--- config.mk ---
export PLATFORM = sky130hd
export DESIGN_NAME = rstx_section_term_flat
export DESIGN_NICKNAME = d
export VERILOG_FILES = /design/src/hdl/rstx_pkg.sv /design/src/hdl/rstx_link_if.sv /design/src/hdl/rstx_section_term.sv /design/src/flat_wrapper.sv
export VERILOG_INCLUDE_DIRS = /design/src /design/src/hdl
export SDC_FILE = /design/constraint.sdc
export NUM_CORES = 1
export LEC_CHECK = 0
export ABC_AREA = 1
export BUFFER_PORTS_ARGS = -buffer_cell sky130_fd_sc_hd__buf_2
export CAP_MARGIN = 40
export CORE_MARGIN = 2
export CORE_UTILIZATION = 42
export DETAILED_ROUTE_END_ITERATION = 12
export GPL_ROUTABILITY_DRIVEN = 0
export GPL_TIMING_DRIVEN = 0
export SLEW_MARGIN = 15
export SYNTH_ARGS = -nofsm -noshare
export SYNTH_HDL_FRONTEND = slang
export SYNTH_SLANG_ARGS = --single-unit
--- constraint.sdc ---
create_clock -name clk -period 2.7 [get_ports clk]
set_clock_uncertainty 0.1 [all_clocks]
set_input_delay 0.27 -clock clk [delete_from_list [all_inputs] [get_ports clk]]
set_output_delay 0.27 -clock clk [all_outputs]
set_load 0.005 [all_outputs]
--- src/hdl/rstx_regs.svh ---
// Constants for the regenerator section frame source and its payload source.
`ifndef RSTX_REGS_SVH
`define RSTX_REGS_SVH
`define RSTX_ROWS          9
`define RSTX_COLS          270
`define RSTX_SOH_COLS      9
`define RSTX_FRAME_BYTES   2430
`define RSTX_PAYLOAD_BYTES 2403
`define RSTX_FRAME_US      125
`define RSTX_CLK_MHZ       10
`define RSTX_FRAME_CYCLES  (`RSTX_FRAME_US * `RSTX_CLK_MHZ)
`define RSTX_FAW1          8'hF6
`define RSTX_FAW2          8'h28
`define RSTX_SCR_SEED      7'h7F
`define RSTX_COL_TRACE     7
`define RSTX_COL_NU1       8
`define RSTX_COL_NU2       9
`define RSTX_COL_PARITY    1
`define RSTX_COL_ORDERWIRE 4
`define RSTX_COL_USER      7
`define RSTX_ROW_MGMT      3
`endif

--- src/hdl/rstx_pkg.sv ---
// Types shared by both ends of the section frame link.
package rstx_pkg;
   typedef logic [7:0] rstx_byte_t;
   typedef enum logic [1:0] {
      RSTX_FAW   = 2'b00,
      RSTX_UNSCR = 2'b01,
      RSTX_PAR   = 2'b11,
      RSTX_SCR   = 2'b10
   } rstx_kind_t;
endpackage

--- src/hdl/rstx_link_if.sv ---
// Interface between the payload source and the section frame source.
`timescale 1ns/1ps
interface rstx_link_if;
   import rstx_pkg::*;
   logic       fs;
   rstx_byte_t ai_data;
   logic       mgmt_en;
   logic       ow_en;
   logic       usr_en;
   modport source (input fs, output ai_data, output mgmt_en, output ow_en, output usr_en);
   modport term (output fs, input ai_data, input mgmt_en, input ow_en, input usr_en);
endinterface

--- src/hdl/rstx_section_term.sv ---
// Section frame source: framing, trace, parity and scrambling of the line signal.
`timescale 1ns/1ps
`include "rstx_regs.svh"
// Overview of operation
// Byte stream framed every 125 microseconds; the code frames every 2430 clocks, 243 microseconds at 10 MHz.
// Payload carries 2403 multiplex section bytes.
// Management channel uses three overhead bytes.
// Orderwire uses one overhead byte.
// User channel uses one overhead byte.
// Unsourced channel bytes may stay undefined.
// Add framing, trace and parity bytes.
// Trace byte carries configured trace identifier.
// Parity is even bit-interleaved BIP-8.
// Parity covers whole previous scrambled frame.
// Previous parity inserted before scrambling.
// Insert three first then three second framing.
// Frame-synchronous scrambler, length 127, bit-serial.
// Polynomial one plus x6 plus x7.
// Scrambler all ones at row1 column10.
// Each bit xored with stage seven.
// Scrambler runs through rest of frame.
// Unused national bytes avoid long runs.
// First-row overhead bytes stay unscrambled.
// No defects, actions or counts kept.
module rstx_section_term #(
   parameter int FRAME_BYTES = `RSTX_FRAME_BYTES
) (
   // System
   input  wire logic                 clk,
   input  wire logic                 sys_rst,
   // Link to payload source
   rstx_link_if.term                 link,
   // Configuration
   input  wire rstx_pkg::rstx_byte_t transmitted_trace_id,
   // Line output
   output rstx_pkg::rstx_byte_t      line_data,
   output logic                      line_fs
);
   import rstx_pkg::*;

   // Counters and the registered line byte.
   logic [11:0] pos_reg, pos_next;
   logic [8:0]  col_reg, col_next;
   logic [3:0]  row_reg, row_next;
   logic [6:0]  scr_reg, scr_next;
   rstx_byte_t  bip_reg, bip_next;
   rstx_byte_t  par_reg, par_next;
   rstx_byte_t  out_reg, out_next;
   logic        fs_reg, fs_next;
   logic        lfs_reg, lfs_next;

   // Decoded slot flags and the byte being built. The flags are plain decodes of the
   // current position and carry no state of their own.
   logic        frame_end;
   logic        col_last;
   logic        slot_clear;
   logic        slot_faw1;
   logic        slot_faw2;
   logic        slot_trace;
   logic        slot_parity;
   logic        slot_seed;
   logic        scr_step;
   rstx_kind_t  kind;
   rstx_byte_t  raw;
   rstx_byte_t  mask;
   logic [6:0]  s;

   // Slot decode from the row and column counters. Only the first overhead row is sent
   // in clear; the second and third rows are scrambled like payload.
   assign frame_end   = (pos_reg == 12'(FRAME_BYTES - 1));
   assign col_last    = (col_reg == 9'(`RSTX_COLS - 1));
   assign slot_clear  = (row_reg == 4'h0) && (col_reg < 9'(`RSTX_SOH_COLS));
   assign slot_faw1   = slot_clear && (col_reg < 9'h003);
   assign slot_faw2   = slot_clear && (col_reg >= 9'h003) && (col_reg < 9'h006);
   assign slot_trace  = slot_clear && (col_reg == 9'(`RSTX_COL_TRACE - 1));
   assign slot_parity = (row_reg == 4'h1) && (col_reg == 9'(`RSTX_COL_PARITY - 1));
   assign slot_seed   = (row_reg == 4'h0) && (col_reg == 9'(`RSTX_SOH_COLS));

   // Byte position counter over the frame; wraps every frame period. The position count
   // has the last word on the wrap, so a row or column slip cannot outlive one frame.
   always_comb begin
      pos_next = frame_end ? 12'h000 : pos_reg + 12'h001;
      col_next = col_last ? 9'h000 : col_reg + 9'h001;
      row_next = row_reg;
      if (col_last) begin
         row_next = (row_reg == 4'(`RSTX_ROWS - 1)) ? 4'h0 : row_reg + 4'h1;
      end
      if (frame_end) begin
         col_next = 9'h000;
         row_next = 4'h0;
      end
      fs_next  = (pos_next == 12'h000);
      lfs_next = (pos_next == 12'h001);
   end

   // Classify the slot and pick the unscrambled byte. Payload slots pass the source byte
   // through untouched, whatever the channel enables say.
   always_comb begin
      kind = RSTX_SCR;
      raw  = link.ai_data;
      if (slot_faw1) begin
         raw  = `RSTX_FAW1;
         kind = RSTX_FAW;
      end else if (slot_faw2) begin
         raw  = `RSTX_FAW2;
         kind = RSTX_FAW;
      end else if (slot_trace) begin
         raw  = transmitted_trace_id;
         kind = RSTX_UNSCR;
      end else if (slot_clear) begin
         kind = RSTX_UNSCR;
      end else if (slot_parity) begin
         raw  = par_reg;
         kind = RSTX_PAR;
      end
   end

   // The parity byte is scrambled too; only the clear overhead holds the scrambler.
   assign scr_step = (kind == RSTX_SCR) || (kind == RSTX_PAR);

   // Scrambler stepped eight bits per byte, MSB first, as a serial one would be.
   // It holds still through the clear overhead bytes and is reseeded every frame, so
   // the line pattern never depends on anything before the current frame.
   always_comb begin
      s    = slot_seed ? `RSTX_SCR_SEED : scr_reg;
      mask = 8'h00;
      for (int i = 7; i >= 0; i--) begin
         mask[i] = s[6];
         s       = {s[5:0], s[6] ^ s[5]};
      end
      scr_next = scr_reg;
      out_next = raw;
      if (scr_step) begin
         scr_next = s;
         out_next = raw ^ mask;
      end
   end

   // Parity over the scrambled output of the whole frame; no error tracking here.
   // The running sum is handed over on the last byte, so the first frame after reset
   // carries a parity of zero that a far end should not count against the line.
   always_comb begin
      bip_next = bip_reg ^ out_next;
      par_next = par_reg;
      if (frame_end) begin
         par_next = bip_next;
         bip_next = 8'h00;
      end
   end

   // Position group. Both frame markers live here because they decode the next position.
   always_ff @(posedge clk) begin
      if (sys_rst) begin
         pos_reg <= 12'h000;
         col_reg <= 9'h000;
         row_reg <= 4'h0;
         fs_reg  <= 1'b0;
         lfs_reg <= 1'b0;
      end else begin
         pos_reg <= pos_next;
         col_reg <= col_next;
         row_reg <= row_next;
         fs_reg  <= fs_next;
         lfs_reg <= lfs_next;
      end
   end

   // Scrambler group. Its reset value is never used, since the seed is forced at the
   // first scrambled byte of every frame.
   always_ff @(posedge clk) begin
      if (sys_rst) begin
         scr_reg <= 7'h00;
      end else begin
         scr_reg <= scr_next;
      end
   end

   // Parity group.
   always_ff @(posedge clk) begin
      if (sys_rst) begin
         bip_reg <= 8'h00;
         par_reg <= 8'h00;
      end else begin
         bip_reg <= bip_next;
         par_reg <= par_next;
      end
   end

   // Line byte group. The line byte is a flop so the physical side sees clean data.
   always_ff @(posedge clk) begin
      if (sys_rst) begin
         out_reg <= 8'h00;
      end else begin
         out_reg <= out_next;
      end
   end

   // Frame start leads the first framing byte by one cycle so the source can align;
   // the line marker is registered and stands on the cycle that shows that byte.
   assign link.fs   = fs_reg;
   assign line_data = out_reg;
   assign line_fs   = lfs_reg;
endmodule // rstx_section_term

--- src/flat_wrapper.sv ---
// flat-port wrapper written by rule: the top's interface ports become plain ports
module rstx_section_term_flat import rstx_pkg::*;
#(
   parameter int FRAME_BYTES = `RSTX_FRAME_BYTES
)
  (clk, sys_rst, transmitted_trace_id, line_data, line_fs, link_fs, link_ai_data, link_mgmt_en, link_ow_en, link_usr_en);
  rstx_link_if link_i ();
  input  wire logic clk;
  input  wire logic sys_rst;
  input  wire rstx_pkg::rstx_byte_t transmitted_trace_id;
  output rstx_pkg::rstx_byte_t line_data;
  output logic line_fs;
  output wire logic [$bits(link_i.fs)-1:0] link_fs;
  input wire logic [$bits(link_i.ai_data)-1:0] link_ai_data;
  input wire logic [$bits(link_i.mgmt_en)-1:0] link_mgmt_en;
  input wire logic [$bits(link_i.ow_en)-1:0] link_ow_en;
  input wire logic [$bits(link_i.usr_en)-1:0] link_usr_en;
  assign link_fs = link_i.fs;
  assign link_i.ai_data = link_ai_data;
  assign link_i.mgmt_en = link_mgmt_en;
  assign link_i.ow_en = link_ow_en;
  assign link_i.usr_en = link_usr_en;
  rstx_section_term #(.FRAME_BYTES(FRAME_BYTES)) u_core (.clk(clk), .sys_rst(sys_rst), .link(link_i), .transmitted_trace_id(transmitted_trace_id), .line_data(line_data), .line_fs(line_fs));
endmodule
# Yosys cells after proc, flatten, opt, wreduce, memory -nomap -nowiden
# Index checks and enable logic that the tools add are counted.
# totals
ff_bits	58
inputBits	21
output_inout_bits	10
# classes
addsub	3
order_cmp	4
n_eq_ne	9
mux	14
bitwise_logic	10
n_reduce_logical	13
# ops
op	n
8-bit 2-to-1 mux	6
8-bit bitwise XOR	2
12-bit by 1-bit adder with 12-bit output (second input constant)	1
12-bit by 1-bit == test with 1-bit output (second input constant)	1
12-bit == test (second input constant)	1
12-bit logical NOT	1
12-bit 2-to-1 mux	1
9-bit by 1-bit adder with 9-bit output (second input constant)	1
9-bit by 3-bit == test with 1-bit output (second input constant)	1
9-bit by 4-bit == test with 1-bit output (second input constant)	1
9-bit == test (second input constant)	1
9-bit by 2-bit >= comparator with 1-bit output (second input constant)	1
9-bit logical NOT	1
9-bit by 2-bit < comparator with 1-bit output (second input constant)	1
9-bit by 3-bit < comparator with 1-bit output (second input constant)	1
9-bit by 4-bit < comparator with 1-bit output (second input constant)	1
2-bit 2-to-1 mux	4
1-bit bitwise XOR	8
1-bit logical AND	7
7-bit 2-to-1 mux	1
4-bit by 1-bit adder with 4-bit output (second input constant)	1
2-bit == test (second input constant)	2
4-bit by 1-bit == test with 1-bit output (second input constant)	1
4-bit == test (second input constant)	1
other kinds (6)	6

# Depth between registers and ports, before layout
# logic_depth
word_depth	11
depth_mapped	16

# Least setup slack after synthesis
# No wires, ideal clock.
# synth_timing
path_type	reg-to-reg
startpoint	register u_core.row_reg[0]
endpoint	register u_core.par_reg[0]
t_arrival_ps	1701
slack_ps	785
path_stages_with_launch	17
path_buffers	1
path_cell_list	dfxtp_1 -> inv_1 -> ha_1 -> nand3_1 -> nor2_2 -> nand3_2 -> inv_2 -> buf_6 -> nand3b_1 -> nand2_1 -> inv_2 -> nand3_1 -> nand2_1 -> nand2_1 -> nand2_1 -> nand3_1 -> nand2_1
# synth_via
elab_chain_cells	11
word_cells_on_any_way	27
classes_between	3 x eq/ne; 12 x mux; 3 x bitwise; 9 x reduce/logical
# synth_lines
element	line_no	source
start, declared	rstx_section_term.sv:44	logic [3:0] row_reg, row_next;
start signal, assigned	rstx_section_term.sv:162	row_reg <= row_next;
4-bit by 1-bit == test with 1-bit output	rstx_section_term.sv:76	assign slot_parity = (row_reg == 4'h1) && (col_reg == 9'(`RSTX_COL_PARITY - 1));
1-bit logical AND	rstx_section_term.sv:76	
1-bit 2-to-1 mux	rstx_section_term.sv:112	end else if (slot_parity) begin
2-bit 2-to-1 mux	rstx_section_term.sv:110	end else if (slot_clear) begin
2-bit 2-to-1 mux	rstx_section_term.sv:107	end else if (slot_trace) begin
2-bit 2-to-1 mux	rstx_section_term.sv:104	end else if (slot_faw2) begin
2-bit 2-to-1 mux	rstx_section_term.sv:101	if (slot_faw1) begin
2-bit == test	rstx_section_term.sv:119	assign scr_step = (kind == RSTX_SCR) || (kind == RSTX_PAR);
1-bit logical OR	rstx_section_term.sv:119	
8-bit 2-to-1 mux *	rstx_section_term.sv:133	if (scr_step) begin
8-bit bitwise XOR *	rstx_section_term.sv:143	bip_next = bip_reg ^ out_next;
end signal, assigned	rstx_section_term.sv:185	par_reg <= par_next;
end, declared	rstx_section_term.sv:47	rstx_byte_t par_reg, par_next;
# Every way passes the cells marked *; elsewhere a longest branch is shown, timed or not.
# A chain may end at the register's enable or synchronous reset.

# Final worst setup path
# layout_timing
startpoint	register u_core.pos_reg[0]
endpoint	register u_core.row_reg[3]
# layout_via
elab_chain_cells	2
# layout_lines
element	line_no	source
start, declared	rstx_section_term.sv:42	logic [11:0] pos_reg, pos_next;
start signal, assigned	rstx_section_term.sv:160	pos_reg <= pos_next;
12-bit == test	rstx_section_term.sv:70	assign frame_end = (pos_reg == 12'(FRAME_BYTES - 1));
2-bit OR reduction (no source line)	-	
# Every way passes these cells.

==> summary.txt <==
Status
  – Status: complete, no violations

Detailed routing
  – 1st-iter DRT viols: 113
  – Post-Route WL: 7.57 mm
  – Vias per Instance: 4.79
  – DRT antenna net count: 0
  – Initial DRT Pass Iterations: 5
  – Vias: 3005
  – Drt wl/cell: 12.1 µm
  – Residual DRC: 0

Timing
  – Fmax: 411 MHz
  – Worst Tran Pin Value: 786 ps
  – Total negative slack: 0 ps
  – Fin crit period: 2430 ps
  – Pins Over Slew Limit: 0
  – Hold WS: 260 ps
  – RSZ-0062 raised after global routing: false
  – Tcrit/Tclk final: 90.1%
  – Hold Vio Cnt, Final: 0
  – Setup violations, final: 0
  – Relative slew slack: 47.4%

Global routing
  – Antenna violations before repair: 1
  – Total Routing Usage GR: 20.0%
  – First-pass GRT wire length: 13.1 mm
  – Number of global-route vias before repair: 2875
  – Grt ovf: 0
  – Largest net degree at the start of global routing: 11

Power
  – Max VDD drop: 274 µV
  – P per Cell Area: 543 nW/µm²
  – LEAKAGE: 1.78 nW

Worst setup path
  – Worst reg-to-reg setup slack: 270 ps
  – Max FO, Critical Path: 9
  – Most used cell, CP: nor2_1
  – Startpoint Class: register
  – WP data required: 2830 ps
  – Crit path DAT: 2570 ps
  – CP delay by family, top: simple AND/OR/NAND/NOR gates
  – Worst setup EP type: register
  – CP Class: reg -> reg
  – CP bufs+invs: 3
  – Worst-path cell chain: ha_1 -> inv_1 -> nor2_1 -> nand4_1 -> nor2_1 -> inv_1 -> nand2_1 -> clkinv_1 -> nand2_1 -> nor2_1
  – Worst r2r src: u_core.pos_reg[0]$_SDFF_PP0_
  – Worst Reg-to-Reg Cells: 10
  – CP peak stage delay: 460 ps
  – R2r endpoint: u_core.row_reg[3]$_SDFFE_PP0P_
  – Max stage delay cell, worst path: clkinv_1

Synthesis
  – Yosys cell types: 35
  – Gate Count Post-Synth: 487
  – Synthesized flop and latch total: 58
  – Most common cell in the synthesized netlist: nand2_1
  – Synth top area share: 36.3%
  – Async SR Flop Fraction: 0%
  – Sequential-to-total area share from yosys stat: 36.3%
  – Main combinational cell family by area after synthesis: simple AND/OR/NAND/NOR gates
  – Post-Synth Simple-Gate Area: 41.8%
  – XOR/XNOR Fraction of Synth Area: 2.46%
  – Number of flops mapped to enable cells by yosys: 0
  – Synth area leader: dfxtp_1
  – Synth cell count leaders: nand2_1 (135), nor2_1 (69), inv_1 (63)
  – Adder-cell share of the synthesized area: 3.52%
  – Compound-cell area share of the yosys netlist: 5.95%
  – Ranking of synthesized cells by area: dfxtp_1 (36%), nand2_1 (16%), nor2_1 (8.1%), nand3_1 (7.8%), inv_1 (7.4%)
  – Avg Synthesized Cell Area: 6.57 µm²
  – Post-Syn Nets: 517
  – Synth Cell Area: 3200 µm²
  – Synth warn: 0
  – Proportion of synthesized area in mux cells: 0%
  – Top_reg_cell synth: dfxtp_1

Placed design
  – Post-DP HPWL: 5.70 mm
  – Placed Cells incl. Taps: 612
  – PortBufs: 26

Finish
  – Non-filler instance count after layout: 628
  – Max FFs per register: 12
  – Antenna diodes: 0
  – Area Overhead vs Synth: 14.8%
  – Fraction of layout cells with a size suffix above 1: 13.6%
  – Fin nets: 554
  – Fillers: 748

Die
  – I/O pin count: 31
  – Core area: 7330 µm²
  – Die Y-Extent: 91.3 µm
  – Die W: 91.3 µm
  – # rows: 31
  – Die area: 8330 µm²
  – Initial core utilization: 43.6%

Clock network
  – CTS max path bufs: 2
  – Worst-skew pair later-pin latency: 340 ps
  – Hold-fix buffers, CTS: 0
  – Total CTS buffers: 9
  – Clock-pin slew on the worst setup and hold paths: 60 ps
  – Post-CTS resize count: 0
  – Post-CTS Setup Bufs: 0
  – H-tree depth: 3
  – CTS root buf: clkbuf_8
  – Num Clock Sinks: 58
  – TritonCTS clock tree: done

Hold path
  – Worst hold endpoint: u_core.line_data[5]$_SDFF_PP0_
  – Hold Crit Depth: 4
  – Hold Startpoint: transmitted_trace_id[5]
  – Hold/Removal Path Class: in -> reg

Job
  – Maxcap violations: 0
==> metal layers <==
metal  up-vias  routed length [µm]  GRT usage [%]
met1      1302                3540           25.3
met5         -                   0              0
met3        16                 399           5.06
li1       1618                   -              -
met4         0                 187           10.2
met2        69                3440           31.5
==> kinds of logic after synthesis <==
| group | Yosys count |
|---|---|
| xor gates and xnor gates | 9 |
| DFF | 58 |
| adders and majority gates | 9 |
| and+or+nand+nor | 298 |
| buffers and inverters | 79 |
| AOI/OAI and AO/OA | 34 |
==> report_power, final <==
part	internal (mW)	switching [mW]	total (mW)
Clock	0.542	0.355	0.896
Combinational	0.0711	0.121	0.192
Sequential	0.888	0.0184	0.907
Total	1.50	0.494	1.99
==> worst min-delay path, delay by kind of cell <==
kind	cells	cell delay, ps
AND/OR/NAND/NOR	2	220
AO/OA/AOI/OAI	1	80
buffers and inverters	1	80
==> how the worst max path moves through the flow <==
stage | depth (start not counted) | slack [ps] | from | end
floorplan | 16 | 790 | u_core.row_reg[0]$_SDFFE_PP0P_ | u_core.par_reg[0]$_SDFFE_PP0N_
global placement | 10 | 200 | u_core.pos_reg[0]$_SDFF_PP0_ | u_core.row_reg[2]$_SDFFE_PP0P_
detailed placement | 10 | 240 | u_core.pos_reg[0]$_SDFF_PP0_ | u_core.row_reg[3]$_SDFFE_PP0P_
CTS | 10 | 220 | u_core.pos_reg[0]$_SDFF_PP0_ | u_core.row_reg[3]$_SDFFE_PP0P_
global route | 10 | 20 | u_core.pos_reg[0]$_SDFF_PP0_ | u_core.row_reg[3]$_SDFFE_PP0P_
finish | 10 | 270 | u_core.pos_reg[0]$_SDFF_PP0_ | u_core.row_reg[3]$_SDFFE_PP0P_
==> area by class of cell <==
type                            instances  area, µm²  share of cell area (%)
Sequential cell                        58       1160                    31.6
Clock buffer                           11        141                    3.85
Tap cell                               99        124                    3.37
Inverter                               71        267                    7.26
Timing Repair Buffer                   26        130                    3.54
Buffer                                  8       51.3                    1.40
Multi-Input combinational cell        350       1720                    46.8
Clock inverter                          5       77.6                    2.11
==> per-stage QoR <==
stage | instance area, µm² | power (mW) | utilization, % | worst slack (ps)
2_1_floorplan | 3200 | 1.06 | - | 785
3_3_place_gp | 3450 | 1.12 | 47.1 | 200
3_5_place_dp | 3450 | 1.12 | 47.1 | 237
4_1_cts | 3670 | 2.02 | 50.1 | 221
5_1_grt | 3670 | 2.09 | 50.1 | 17.1
6_report | 3670 | 1.99 | 50.1 | 268
==> placed cells by master (no fill, tap or decap), types with 8 or more instances in the layout <==
| cell | synthesis | layout |
|---|---|---|
| ha_1 | 9 | 9 |
| a21oi_1 | 13 | 13 |
| inv_1 | 63 | 63 |
| nand3_1 | 50 | 50 |
| nand2_1 | 135 | 135 |
| buf_2 | 2 | 28 |
| nand4_1 | 13 | 13 |
| clkbuf_8 | 0 | 10 |
| nor2_1 | 69 | 69 |
| o21ai_0 | 13 | 13 |
| dfxtp_1 | 58 | 58 |
| xor2_1 | 8 | 8 |
(Power assumes the default switching activity.)
